===== src/verilog/ess_params.svh =====
// Constants for the ethernet global status register block.
// Assumes inclusion by bare name from design files.
`ifndef ESS_PARAMS_SVH
`define ESS_PARAMS_SVH

`define ESS_BIT_PENDING 7
`define ESS_BIT_BUFERR 6
`define ESS_BIT_RSVD 5
`define ESS_BIT_LATE_COLLISION_FLAG 4
`define ESS_BIT_UNIMP 3
`define ESS_BIT_RXACT 2
`define ESS_BIT_TRANSMIT_ABORT_FLAG 1
`define ESS_BIT_CLOCK_READY 0
`define ESS_LATE_BYTES 16'h0040
`define ESS_STARTUP_NS 300000
`define ESS_CLK_NS 40
`define ESS_STARTUP_CYC ((`ESS_STARTUP_NS + `ESS_CLK_NS - 1) / `ESS_CLK_NS)
`define ESS_REG_RESET 8'h00
`define ESS_CLEAR_MASK 8'h52
`define ESS_IRQ_SRC_W 6

`endif


===== src/verilog/ess_pkg.sv =====
// Types for the ethernet global status register block.
// Assumes ess_params.svh is available on the include path.
package ess_pkg;

	// Hardware events that feed the status flags
	typedef struct packed {
		logic buf_overrun;
		logic buf_underrun;
		logic collision;
		logic rx_active;
		logic tx_abort;
		logic phy_ready;
	} ess_events_type;

	// Host register access strobes
	typedef struct packed {
		logic rd;
		logic bit_clear;
		logic wr;
		logic [7:0] data;
	} ess_access_type;

	typedef enum logic [1:0] {
		ESS_ST_WAIT = 2'b00,
		ESS_ST_READY = 2'b01
	} ess_clk_state_type;

endpackage


===== src/verilog/ess_sync.sv =====
// Three-stage synchroniser for asynchronous level inputs.
// Assumes one clock; output changes once stages two and three agree.
`timescale 1ns/10ps
module ess_sync (
	input wire logic clk_i,
	input wire logic rst_n_i,
	input wire logic async_i,
	output logic sync_o
);
	logic s1_q;
	logic s2_q;
	logic s3_q;

	always_ff @(posedge clk_i or negedge rst_n_i) begin
		if (!rst_n_i) begin
			s1_q <= 1'b0;
			s2_q <= 1'b0;
			s3_q <= 1'b0;
			sync_o <= 1'b0;
		end else begin
			s1_q <= async_i;
			s2_q <= s1_q;
			s3_q <= s2_q;
			if (s2_q == s3_q) begin
				sync_o <= s3_q;
			end
		end
	end
endmodule // ess_sync


===== src/verilog/ess_status.sv =====
// Ethernet global status register with its flag logic.
// Assumes host access strobes are single-cycle and on clk_i.
`timescale 1ns/10ps
`include "ess_params.svh"
module ess_status (
	input wire logic clk_i,
	input wire logic rst_n_i,
	input wire logic por_n_i,
	input wire ess_pkg::ess_events_type ev_i,
	input wire logic [15:0] tx_byte_count_i,
	input wire logic [5:0] irq_flags_i,
	input wire logic [5:0] irq_enable_register_i,
	input wire logic global_irq_enable_i,
	input wire ess_pkg::ess_access_type acc_i,
	output logic [7:0] ethernet_global_status_o,
	output logic irq_n_o
);
	// ----------------------------------------
	// Signals
	// ----------------------------------------
	// Bit map: b7 pending, b6 buffer error, b5 reserved, b4 late collision,
	// b3 unused, b2 receive active, b1 transmit abort, b0 clock ready
	localparam logic [7:0] CLEARABLE = `ESS_CLEAR_MASK;
	localparam int IRQ_W = `ESS_IRQ_SRC_W;
	logic phy_ready_s;
	logic clock_ready_q;
	logic clock_ready_d;
	logic [31:0] timer_q;
	logic [31:0] timer_d;
	ess_pkg::ess_clk_state_type cstate_q;
	ess_pkg::ess_clk_state_type cstate_d;
	logic [7:0] set_vec_w;
	logic [7:0] flag_q;
	wire [7:0] flag_d;
	wire [IRQ_W-1:0] irq_hit_w;
	logic [7:0] status_w;

	// ----------------------------------------
	// Event qualification
	// ----------------------------------------
	// Only the ready level comes from another domain; the rest share clk_i
	ess_sync u_phy_sync (
		.clk_i(clk_i),
		.rst_n_i(por_n_i),
		.async_i(ev_i.phy_ready),
		.sync_o(phy_ready_s)
	);

	wire buf_event_w = ev_i.buf_overrun | ev_i.buf_underrun;
	wire late_event_w = ev_i.collision & (tx_byte_count_i >= `ESS_LATE_BYTES);

	// Set sources by register position; positions without a source stay low
	always_comb begin
		set_vec_w = `ESS_REG_RESET;
		set_vec_w[`ESS_BIT_BUFERR] = buf_event_w;
		set_vec_w[`ESS_BIT_LATE_COLLISION_FLAG] = late_event_w;
		set_vec_w[`ESS_BIT_TRANSMIT_ABORT_FLAG] = ev_i.tx_abort;
	end

	// ----------------------------------------
	// Interrupt summary
	// ----------------------------------------
	// One enabled-and-asserted term per source, then a plain OR
	genvar gs;
	generate
		for (gs = 0; gs < IRQ_W; gs++) begin : g_irq_src
			assign irq_hit_w[gs] = irq_flags_i[gs] & irq_enable_register_i[gs];
		end
	endgenerate
	wire irq_any_w = |irq_hit_w;

	// ----------------------------------------
	// Host clears
	// ----------------------------------------
	// Bit-clear clears ones in data, a write clears zeros; fixed bits ignore both
	wire [7:0] bc_mask_w = acc_i.bit_clear ? acc_i.data : `ESS_REG_RESET;
	wire [7:0] wr_mask_w = acc_i.wr ? ~acc_i.data : `ESS_REG_RESET;
	wire [7:0] clr_mask_w = (bc_mask_w | wr_mask_w) & CLEARABLE;

	// Hardware set wins, so an event landing on a clear is never lost
	function automatic logic flag_next(input logic cur, input logic set_ev, input logic clr);
		flag_next = set_ev | (cur & ~clr);
	endfunction

	// Only error positions carry state; others stay low whatever the host writes
	genvar gf;
	generate
		for (gf = 0; gf < 8; gf++) begin : g_flag
			if (CLEARABLE[gf]) begin : g_clear
				assign flag_d[gf] = flag_next(flag_q[gf], set_vec_w[gf], clr_mask_w[gf]);
			end else begin : g_fixed
				assign flag_d[gf] = 1'b0;
			end
		end
	endgenerate

	// ----------------------------------------
	// Status flags
	// ----------------------------------------
	always_ff @(posedge clk_i or negedge rst_n_i) begin
		if (!rst_n_i) begin
			flag_q <= `ESS_REG_RESET;
		end else begin
			flag_q <= flag_d;
		end
	end

	// ----------------------------------------
	// Start-up timer, kept on power-on reset only
	// ----------------------------------------
	// Other resets leave this domain alone so the ready bit survives
	wire timer_done_w = (timer_q >= 32'(`ESS_STARTUP_CYC - 1));
	wire ready_go_w = timer_done_w & phy_ready_s;

	always_comb begin
		cstate_d = cstate_q;
		timer_d = timer_q;
		clock_ready_d = clock_ready_q;
		case (cstate_q)
			ess_pkg::ESS_ST_WAIT: begin
				if (!timer_done_w) begin
					timer_d = timer_q + 32'h1;
				end else if (ready_go_w) begin
					cstate_d = ess_pkg::ESS_ST_READY;
					clock_ready_d = 1'b1;
				end
			end
			ess_pkg::ESS_ST_READY: begin
				clock_ready_d = 1'b1;
			end
			default: begin
				cstate_d = ess_pkg::ESS_ST_WAIT;
			end
		endcase
	end

	always_ff @(posedge clk_i or negedge por_n_i) begin
		if (!por_n_i) begin
			timer_q <= 32'h0;
			clock_ready_q <= 1'b0;
			cstate_q <= ess_pkg::ESS_ST_WAIT;
		end else begin
			timer_q <= timer_d;
			clock_ready_q <= clock_ready_d;
			cstate_q <= cstate_d;
		end
	end

	// ----------------------------------------
	// Register image
	// ----------------------------------------
	// Flags are taken from their next values so the registered image
	// shows an event on the same edge that sets the flag
	always_comb begin
		status_w = `ESS_REG_RESET;
		status_w[`ESS_BIT_PENDING] = irq_any_w;
		status_w[`ESS_BIT_BUFERR] = flag_d[`ESS_BIT_BUFERR];
		status_w[`ESS_BIT_LATE_COLLISION_FLAG] = flag_d[`ESS_BIT_LATE_COLLISION_FLAG];
		status_w[`ESS_BIT_RXACT] = ev_i.rx_active;
		status_w[`ESS_BIT_TRANSMIT_ABORT_FLAG] = flag_d[`ESS_BIT_TRANSMIT_ABORT_FLAG];
		status_w[`ESS_BIT_CLOCK_READY] = clock_ready_q;
		status_w[`ESS_BIT_RSVD] = 1'b0;
		status_w[`ESS_BIT_UNIMP] = 1'b0;
	end

	// ----------------------------------------
	// Interrupt pin
	// ----------------------------------------
	// Global enable gates only the pin, never the pending bit, so polling works
	wire irq_pin_n_w = ~(irq_any_w & global_irq_enable_i);

	// ----------------------------------------
	// Output registers
	// ----------------------------------------
	always_ff @(posedge clk_i or negedge rst_n_i) begin
		if (!rst_n_i) begin
			ethernet_global_status_o <= `ESS_REG_RESET;
			irq_n_o <= 1'b1;
		end else begin
			ethernet_global_status_o <= status_w;
			irq_n_o <= irq_pin_n_w;
		end
	end
endmodule // ess_status


===== config.mk =====
export PLATFORM = sky130hd
export DESIGN_NAME = ess_status
export DESIGN_NICKNAME = d
export VERILOG_FILES = /design/src/verilog/ess_pkg.sv /design/src/verilog/ess_sync.sv /design/src/verilog/ess_status.sv
export VERILOG_INCLUDE_DIRS = /design/src /design/src/verilog
export SDC_FILE = /design/constraint.sdc
export NUM_CORES = 1
export LEC_CHECK = 0
export BUFFER_PORTS_ARGS = -buffer_cell sky130_fd_sc_hd__buf_2
export CORE_MARGIN = 4
export CORE_UTILIZATION = 44
export CTS_CLUSTER_SIZE = 16
export DETAILED_ROUTE_END_ITERATION = 10
export PLACE_DENSITY = 0.81
export SYNTH_ARGS = -nofsm -noshare
export SYNTH_HDL_FRONTEND = slang
export SYNTH_HIERARCHICAL = 1
export SYNTH_SLANG_ARGS = --single-unit
export TNS_END_PERCENT = 100

===== constraint.sdc =====
create_clock -name clk_i -period 1.66 [get_ports clk_i]
set_clock_uncertainty 0.1 [all_clocks]
set_input_delay 0.249 -clock clk_i [delete_from_list [all_inputs] [get_ports clk_i]]
set_output_delay 0.249 -clock clk_i [all_outputs]
set_load 0.02 [all_outputs]

# Word level (Yosys, flattened, before mapping)
# Cells that the tools add are included.
[word_totals]
output_inout_bits = 9
input_bits = 49
reg_bits = 49
word_cells = 55
[op_classes]
n_eq_ne = 4
addsub = 1
n_mux = 8
n_reduce_logical = 6
magnitude_cmp = 2
bitwise = 24
[op_table]
columns = ["op", "n"]
rows = [
  ["$add 32x1->32 const B", 1],
  ["$ge 32x13->1 const B", 1],
  ["$ge 16x7->1 const B", 1],
  ["$mux 7", 2],
  ["$and 1x1->1", 12],
  ["$not 7->7", 1],
  ["$or 7x7->7", 1],
  ["$not 1->1", 6],
  ["$reduce_and 3->1", 2],
  ["$reduce_or 6->1", 1],
  ["$mux 2", 2],
  ["$ne 2x2->1 const B", 2],
  ["$or 1x1->1", 4],
  ["$pmux 2 s2", 1],
  ["$eq 2x1->1 const B", 1],
  ["$logic_not 2->1", 1],
  ["$mux 1", 2],
  ["$pmux 1 s2", 1],
  ["$reduce_and 2->1", 1],
  ["$reduce_bool 2->1", 1],
  ["$eq 1x1->1", 1],
]

# Depth between registers and ports, before layout
[logic_depth]
depth_word = 6
mapped_depth = 7
ltp_nobuf = 6

# Cells and area by module
# The synthesis kept the hierarchy.
[modules_own_cells]
columns = ["module", "instances", "cells_per_inst", "area_per_inst_um2", "seq_area_each_um2"]
rows = [
  ["ess_status", 1, 127, 1606.5, 1027.2],
  ["ess_sync", 1, 5, 111.4, 100.1],
]

# Least setup slack after synthesis
# OpenSTA, ideal clock, no wires.
[synth_path]
kind = "register -> register"
from = "register timer_q[0]"
to = "register timer_q[11]"
setup_ps = 123
arrival_ps = 1571
path_stages_with_launch = 8
period_less_slack_ps = 1794
n_path_buf = 1
required_ps = 1437
path_slack_ps = -134
path_cell_list = "dfrtp_1 ha_1 o21ai_0 nand2_1 a311oi_2 buf_6 nand4_1 xnor2_1"
[synth_via]
elab_chain_cells = 3
elab_cells_between_ends = 4
cone_classes = "1 x add/sub; 1 x order compare; 1 x bitwise; 1 x reduce/logical"
[synth_lines]
columns = ["element", "line", "text"]
rows = [
  ["start: declaration", "ess_status.sv:28", "logic [31:0] timer_q;"],
  ["start signal: assignment", "ess_status.sv:143", "timer_q <= timer_d;"],
  ["$ge 32x13->1", "ess_status.sv:112", "wire timer_done_w = (timer_q >= 32'(`ESS_STARTUP_CYC - 1));"],
  ["$not 1->1 (no source line)", "n/a", ""],
  ["$reduce_and 2->1 (no source line)", "n/a", ""],
]
# Parallel ways exist; a longest one is shown, timed or not.
# A chain may end at the register's enable or synchronous reset.

# Worst setup path in the final report
[layout_path]
from = "register timer_q[20]"
to = "register timer_q[12]"
[layout_via]
elab_chain_cells = 3
[layout_lines]
columns = ["element", "line"]
rows = [
  ["$ge 32x13->1", "ess_status.sv:112"],
  ["$not 1->1 (no source line)", "n/a"],
  ["$reduce_and 2->1 (no source line)", "n/a"],
]
# Every way passes these cells.

==> summary.md <==
| Metric | Value |
|---|---|
| EDFF count, synth | 0 |
| Final WS setup | -0.2331 ns |
| Area of the core | about 3700 um^2 |
| Largest net degree at the start of global routing | 39 |
| Cell class contributing the biggest share of worst-path delay | simple AND/OR/NAND/NOR gates |
| Commonest non-fill, non-tap cell in the layout | dfrtp_1 |
| Critical path, cell by cell | nor4_2, nand3_1, a311oi_2, buf_6, and2_2, a41o_1 |
| Placed insts | ~220 |
| Vias | approximately 1100 |
| GPL Wtd Cong | between 0.8 and 0.9 |
| Die W | just over 70 um |
| CTS root buf | clkbuf_8 |
| DR iter-0 viols | 29 |
| Wirelength, routed | 3545 um |
| CP required | about 1.8 ns |
| Post-Synth Adder-Cell Area | ~1.4% |
| Slowest stage delay, CP | approximately 0.4 ns |
| Leak Pwr | between 1 and 1.5 nW |
| VDD IR max | around 0.00062 V |
| XOR/XNOR Fraction of Synth Area | 5.608% |
| Power per cell area | between 900 and 1000 nW/um^2 |
| Layout cells sized above 1 | between 40% and 50% |
| Non-filler cells in the finished layout | between 200 and 250 |
| Worst Path Buf+Inv | 1 |
| Most frequent cells in the layout | 44 x dfrtp_1, 43 x buf_2, 15 x buf_4 |
| DRT antenna net count | 0 |
| Post-Synthesis Cells | approximately 130 |
| Worst EP arrival | slightly above 2 ns |
| Sink Count | 45 |
| ANT cells | 0 |
| Top Ports | between 50 and 60 |
| Clock Latency Late Sink | ~0.3 ns |
| Final Max Slew Viols | 0 |
| Grt total ovfl | 0 |
| Post-DP HPWL | between 2000 and 2500 um |
| CTS max path bufs | 2 |
| Number of buffers created by CTS | 5 |
| Row cnt | 22 |
| Worst setup EP type | flop |
| Mux contribution to synthesized area | about 2.4% |
| Hold WC Path Type | in2reg |
| 1st-pass router iterations | 4 |
| CTS tree | built |
| Die Footprint | 4968 um^2 |
| Die H | 70.49 um |
| Critical path class | reg2reg |
| Max-cap check violation count | 0 |
| Distinct cells, synth | 36 |
| Final min period | between 1.5 and 2 ns |
| Main synth FF type | dfrtp_1 |
| Sequential fraction of the synthesis area | 65.62% |
| H-tree Lvls | 2 |
| Initial core utilization | between 40% and 50% |
| Fmax | between 500 and 600 MHz |
| Final worst-path cycle share | 114.0% |
| Area growth syn-to-layout | 31.90% |
| #FFs+latches synth | 45 |
| First-pass GRT wire length | ~5600 um |
| Final setup viols | 15 |
| Worst setup SP type | flop |
| Synth Area in Simple Gates | between 10% and 20% |
| Failing checks | setup timing |
| Vias in the first global route | 1260 |
| Ys async rst share | between 90% and 100% |
| Final net count | ~230 |
| Final hold vios | 0 |
| Post-route DRC | 0 |
| Outcome | finished with violations |
| Pre-CTS setup slack | -0.2577 ns |
| Wire length per cell | about 15 um |
| Largest family of logic cells by synthesized area | simple AND/OR/NAND/NOR gates |
| Slowest CP cell | dfrtp_1 |
| Clk slew on worst S/H paths | approximately 0.090 ns |
| Cell Area, Synth | around 1700 um^2 |
| GRT Total Usage | 14.54% |
| RSZ-0062 raised after global routing | true |
| Compound-Gate Fraction of Synth Area | 4.516% |
| DR vias/cell | roughly 4.9 |
| # port buffers | 43 |
| Filler instances | between 200 and 300 |
| Initial antenna violation count | 0 |
| Syn_area_per_cell | roughly 13 um^2 |
| Crit Path Max Fanout | 7 |
| Ys Warns | 6 |
## kinds of logic (layout without fill, tap and decap cells)
family                     count (synthesis)  count (layout)
DFF                                       45              45
other                                      1               2
xor gates and xnor gates                  11              11
adders and majority gates                  2               2
muxes                                      4               4
and+or+nand+nor                           38              38
buffers and inverters                     22              74
AOI/OAI and AO/OA                          9               9
## layer usage
layer / routed length [um] / vias up / GRT usage (%)
met5: 0 / - / 0
met4: 21 / 0 / 3.191
met3: 302 / 2 / 6.475
met2: 1955 / 41 / 26.61
met1: 1265 / 555 / 15.14
li1: - / 543 / -
## through the flow
stage / utilization (%) / instance area, um^2 / TNS [ns] / hold slack (ns) / power [mW]
final: 60.98 / 2266 / -2.722 / 0.03343 / 2.089
after detailed placement: 54.51 / 2026 / -2.485 / -0.01248 / 1.261
after floorplan: - / 1734 / -0.5083 / -0.1466 / 1.181
after CTS: 60.03 / 2231 / -2.081 / 0.02883 / 2.114
after global routing: 60.98 / 2266 / -4.175 / 0.02857 / 2.174
after global placement: 54.51 / 2026 / -1.530 / -0.01955 / 1.254
## path summary, 6_finish.rpt
path	depth (start not counted)	slack (ns)	to	startpoint
worst min register to register	0	0.25	u_phy_sync/s2_q	u_phy_sync/s1_q
worst min-delay path	2	0.03	ethernet_global_status_o[1]	ev_i[1]
worst max register to register	6	-0.23	timer_q[12]	timer_q[20]
min in group asynchronous	2	0.21	ethernet_global_status_o[2]	rst_n_i
max in group asynchronous	3	0.94	timer_q[19]	por_n_i
worst max-delay path	6	-0.23	timer_q[12]	timer_q[20]
## cell usage after synthesis (2+ instances only)
master	count	area share, %
xnor2_1	9	4.6
nand3_1	8	2.3
nor4_1	3	1.1
dfrtp_1	44	64
clkbuf_1	17	3.7
nand2_1	2	0.44
buf_4	2	0.87
and3_2	3	1.3
nor4_2	2	1.5
nor3_1	3	0.87
mux2i_1	3	1.7
a22oi_1	3	1.3
nor2_1	5	1.1
nand4_1	5	1.8
xor2_1	2	1.0
## registers in the layout, indices dropped and copies added, names as in the netlist
name,flops
u_phy_sync/s2_q,1
clock_ready_q,1
u_phy_sync/sync_o,1
timer_q,32
ethernet_global_status_o,6
u_phy_sync/s3_q,1
u_phy_sync/s1_q,1
irq_n_o,1
cstate_q,1
## worst reg2reg max path, stage by stage, from the launching register on
cell and delay [ns]:
dfrtp_1 0.40, nor4_2 0.32, nand3_1 0.13, a311oi_2 0.35, buf_6 0.19, and2_2 0.18
a41o_1 0.18
## final cells by class
class | count | area [um^2] | share of cell area, %
Sequential cell | 45 | 1127 | 49.75
Multi-Input combinational cell | 66 | 541.8 | 23.91
Timing Repair Buffer | 66 | 420.4 | 18.55
Clock buffer | 5 | 68.82 | 3.037
Tap cell | 48 | 60.06 | 2.650
Clock inverter | 3 | 47.55 | 2.098
## power breakdown
| group | internal (mW) | switching (mW) |
|---|---|---|
| registers | 1.11 | 0.00655 |
| logic | 0.0628 | 0.0662 |
| clock network | 0.459 | 0.382 |
| total | 1.63 | 0.455 |
## what timing repair did
item / CTS / global route
buffers inserted: 1 / 1
gates resized for setup: 7 / 6
endpoints found under the setup margin: 14 / 15
cloned: 1 / 0
pin swaps: 9 / 6
hold endpoints to repair: 48 / 0
hold buffers: 5 / 0
(Power assumes the default switching activity.)
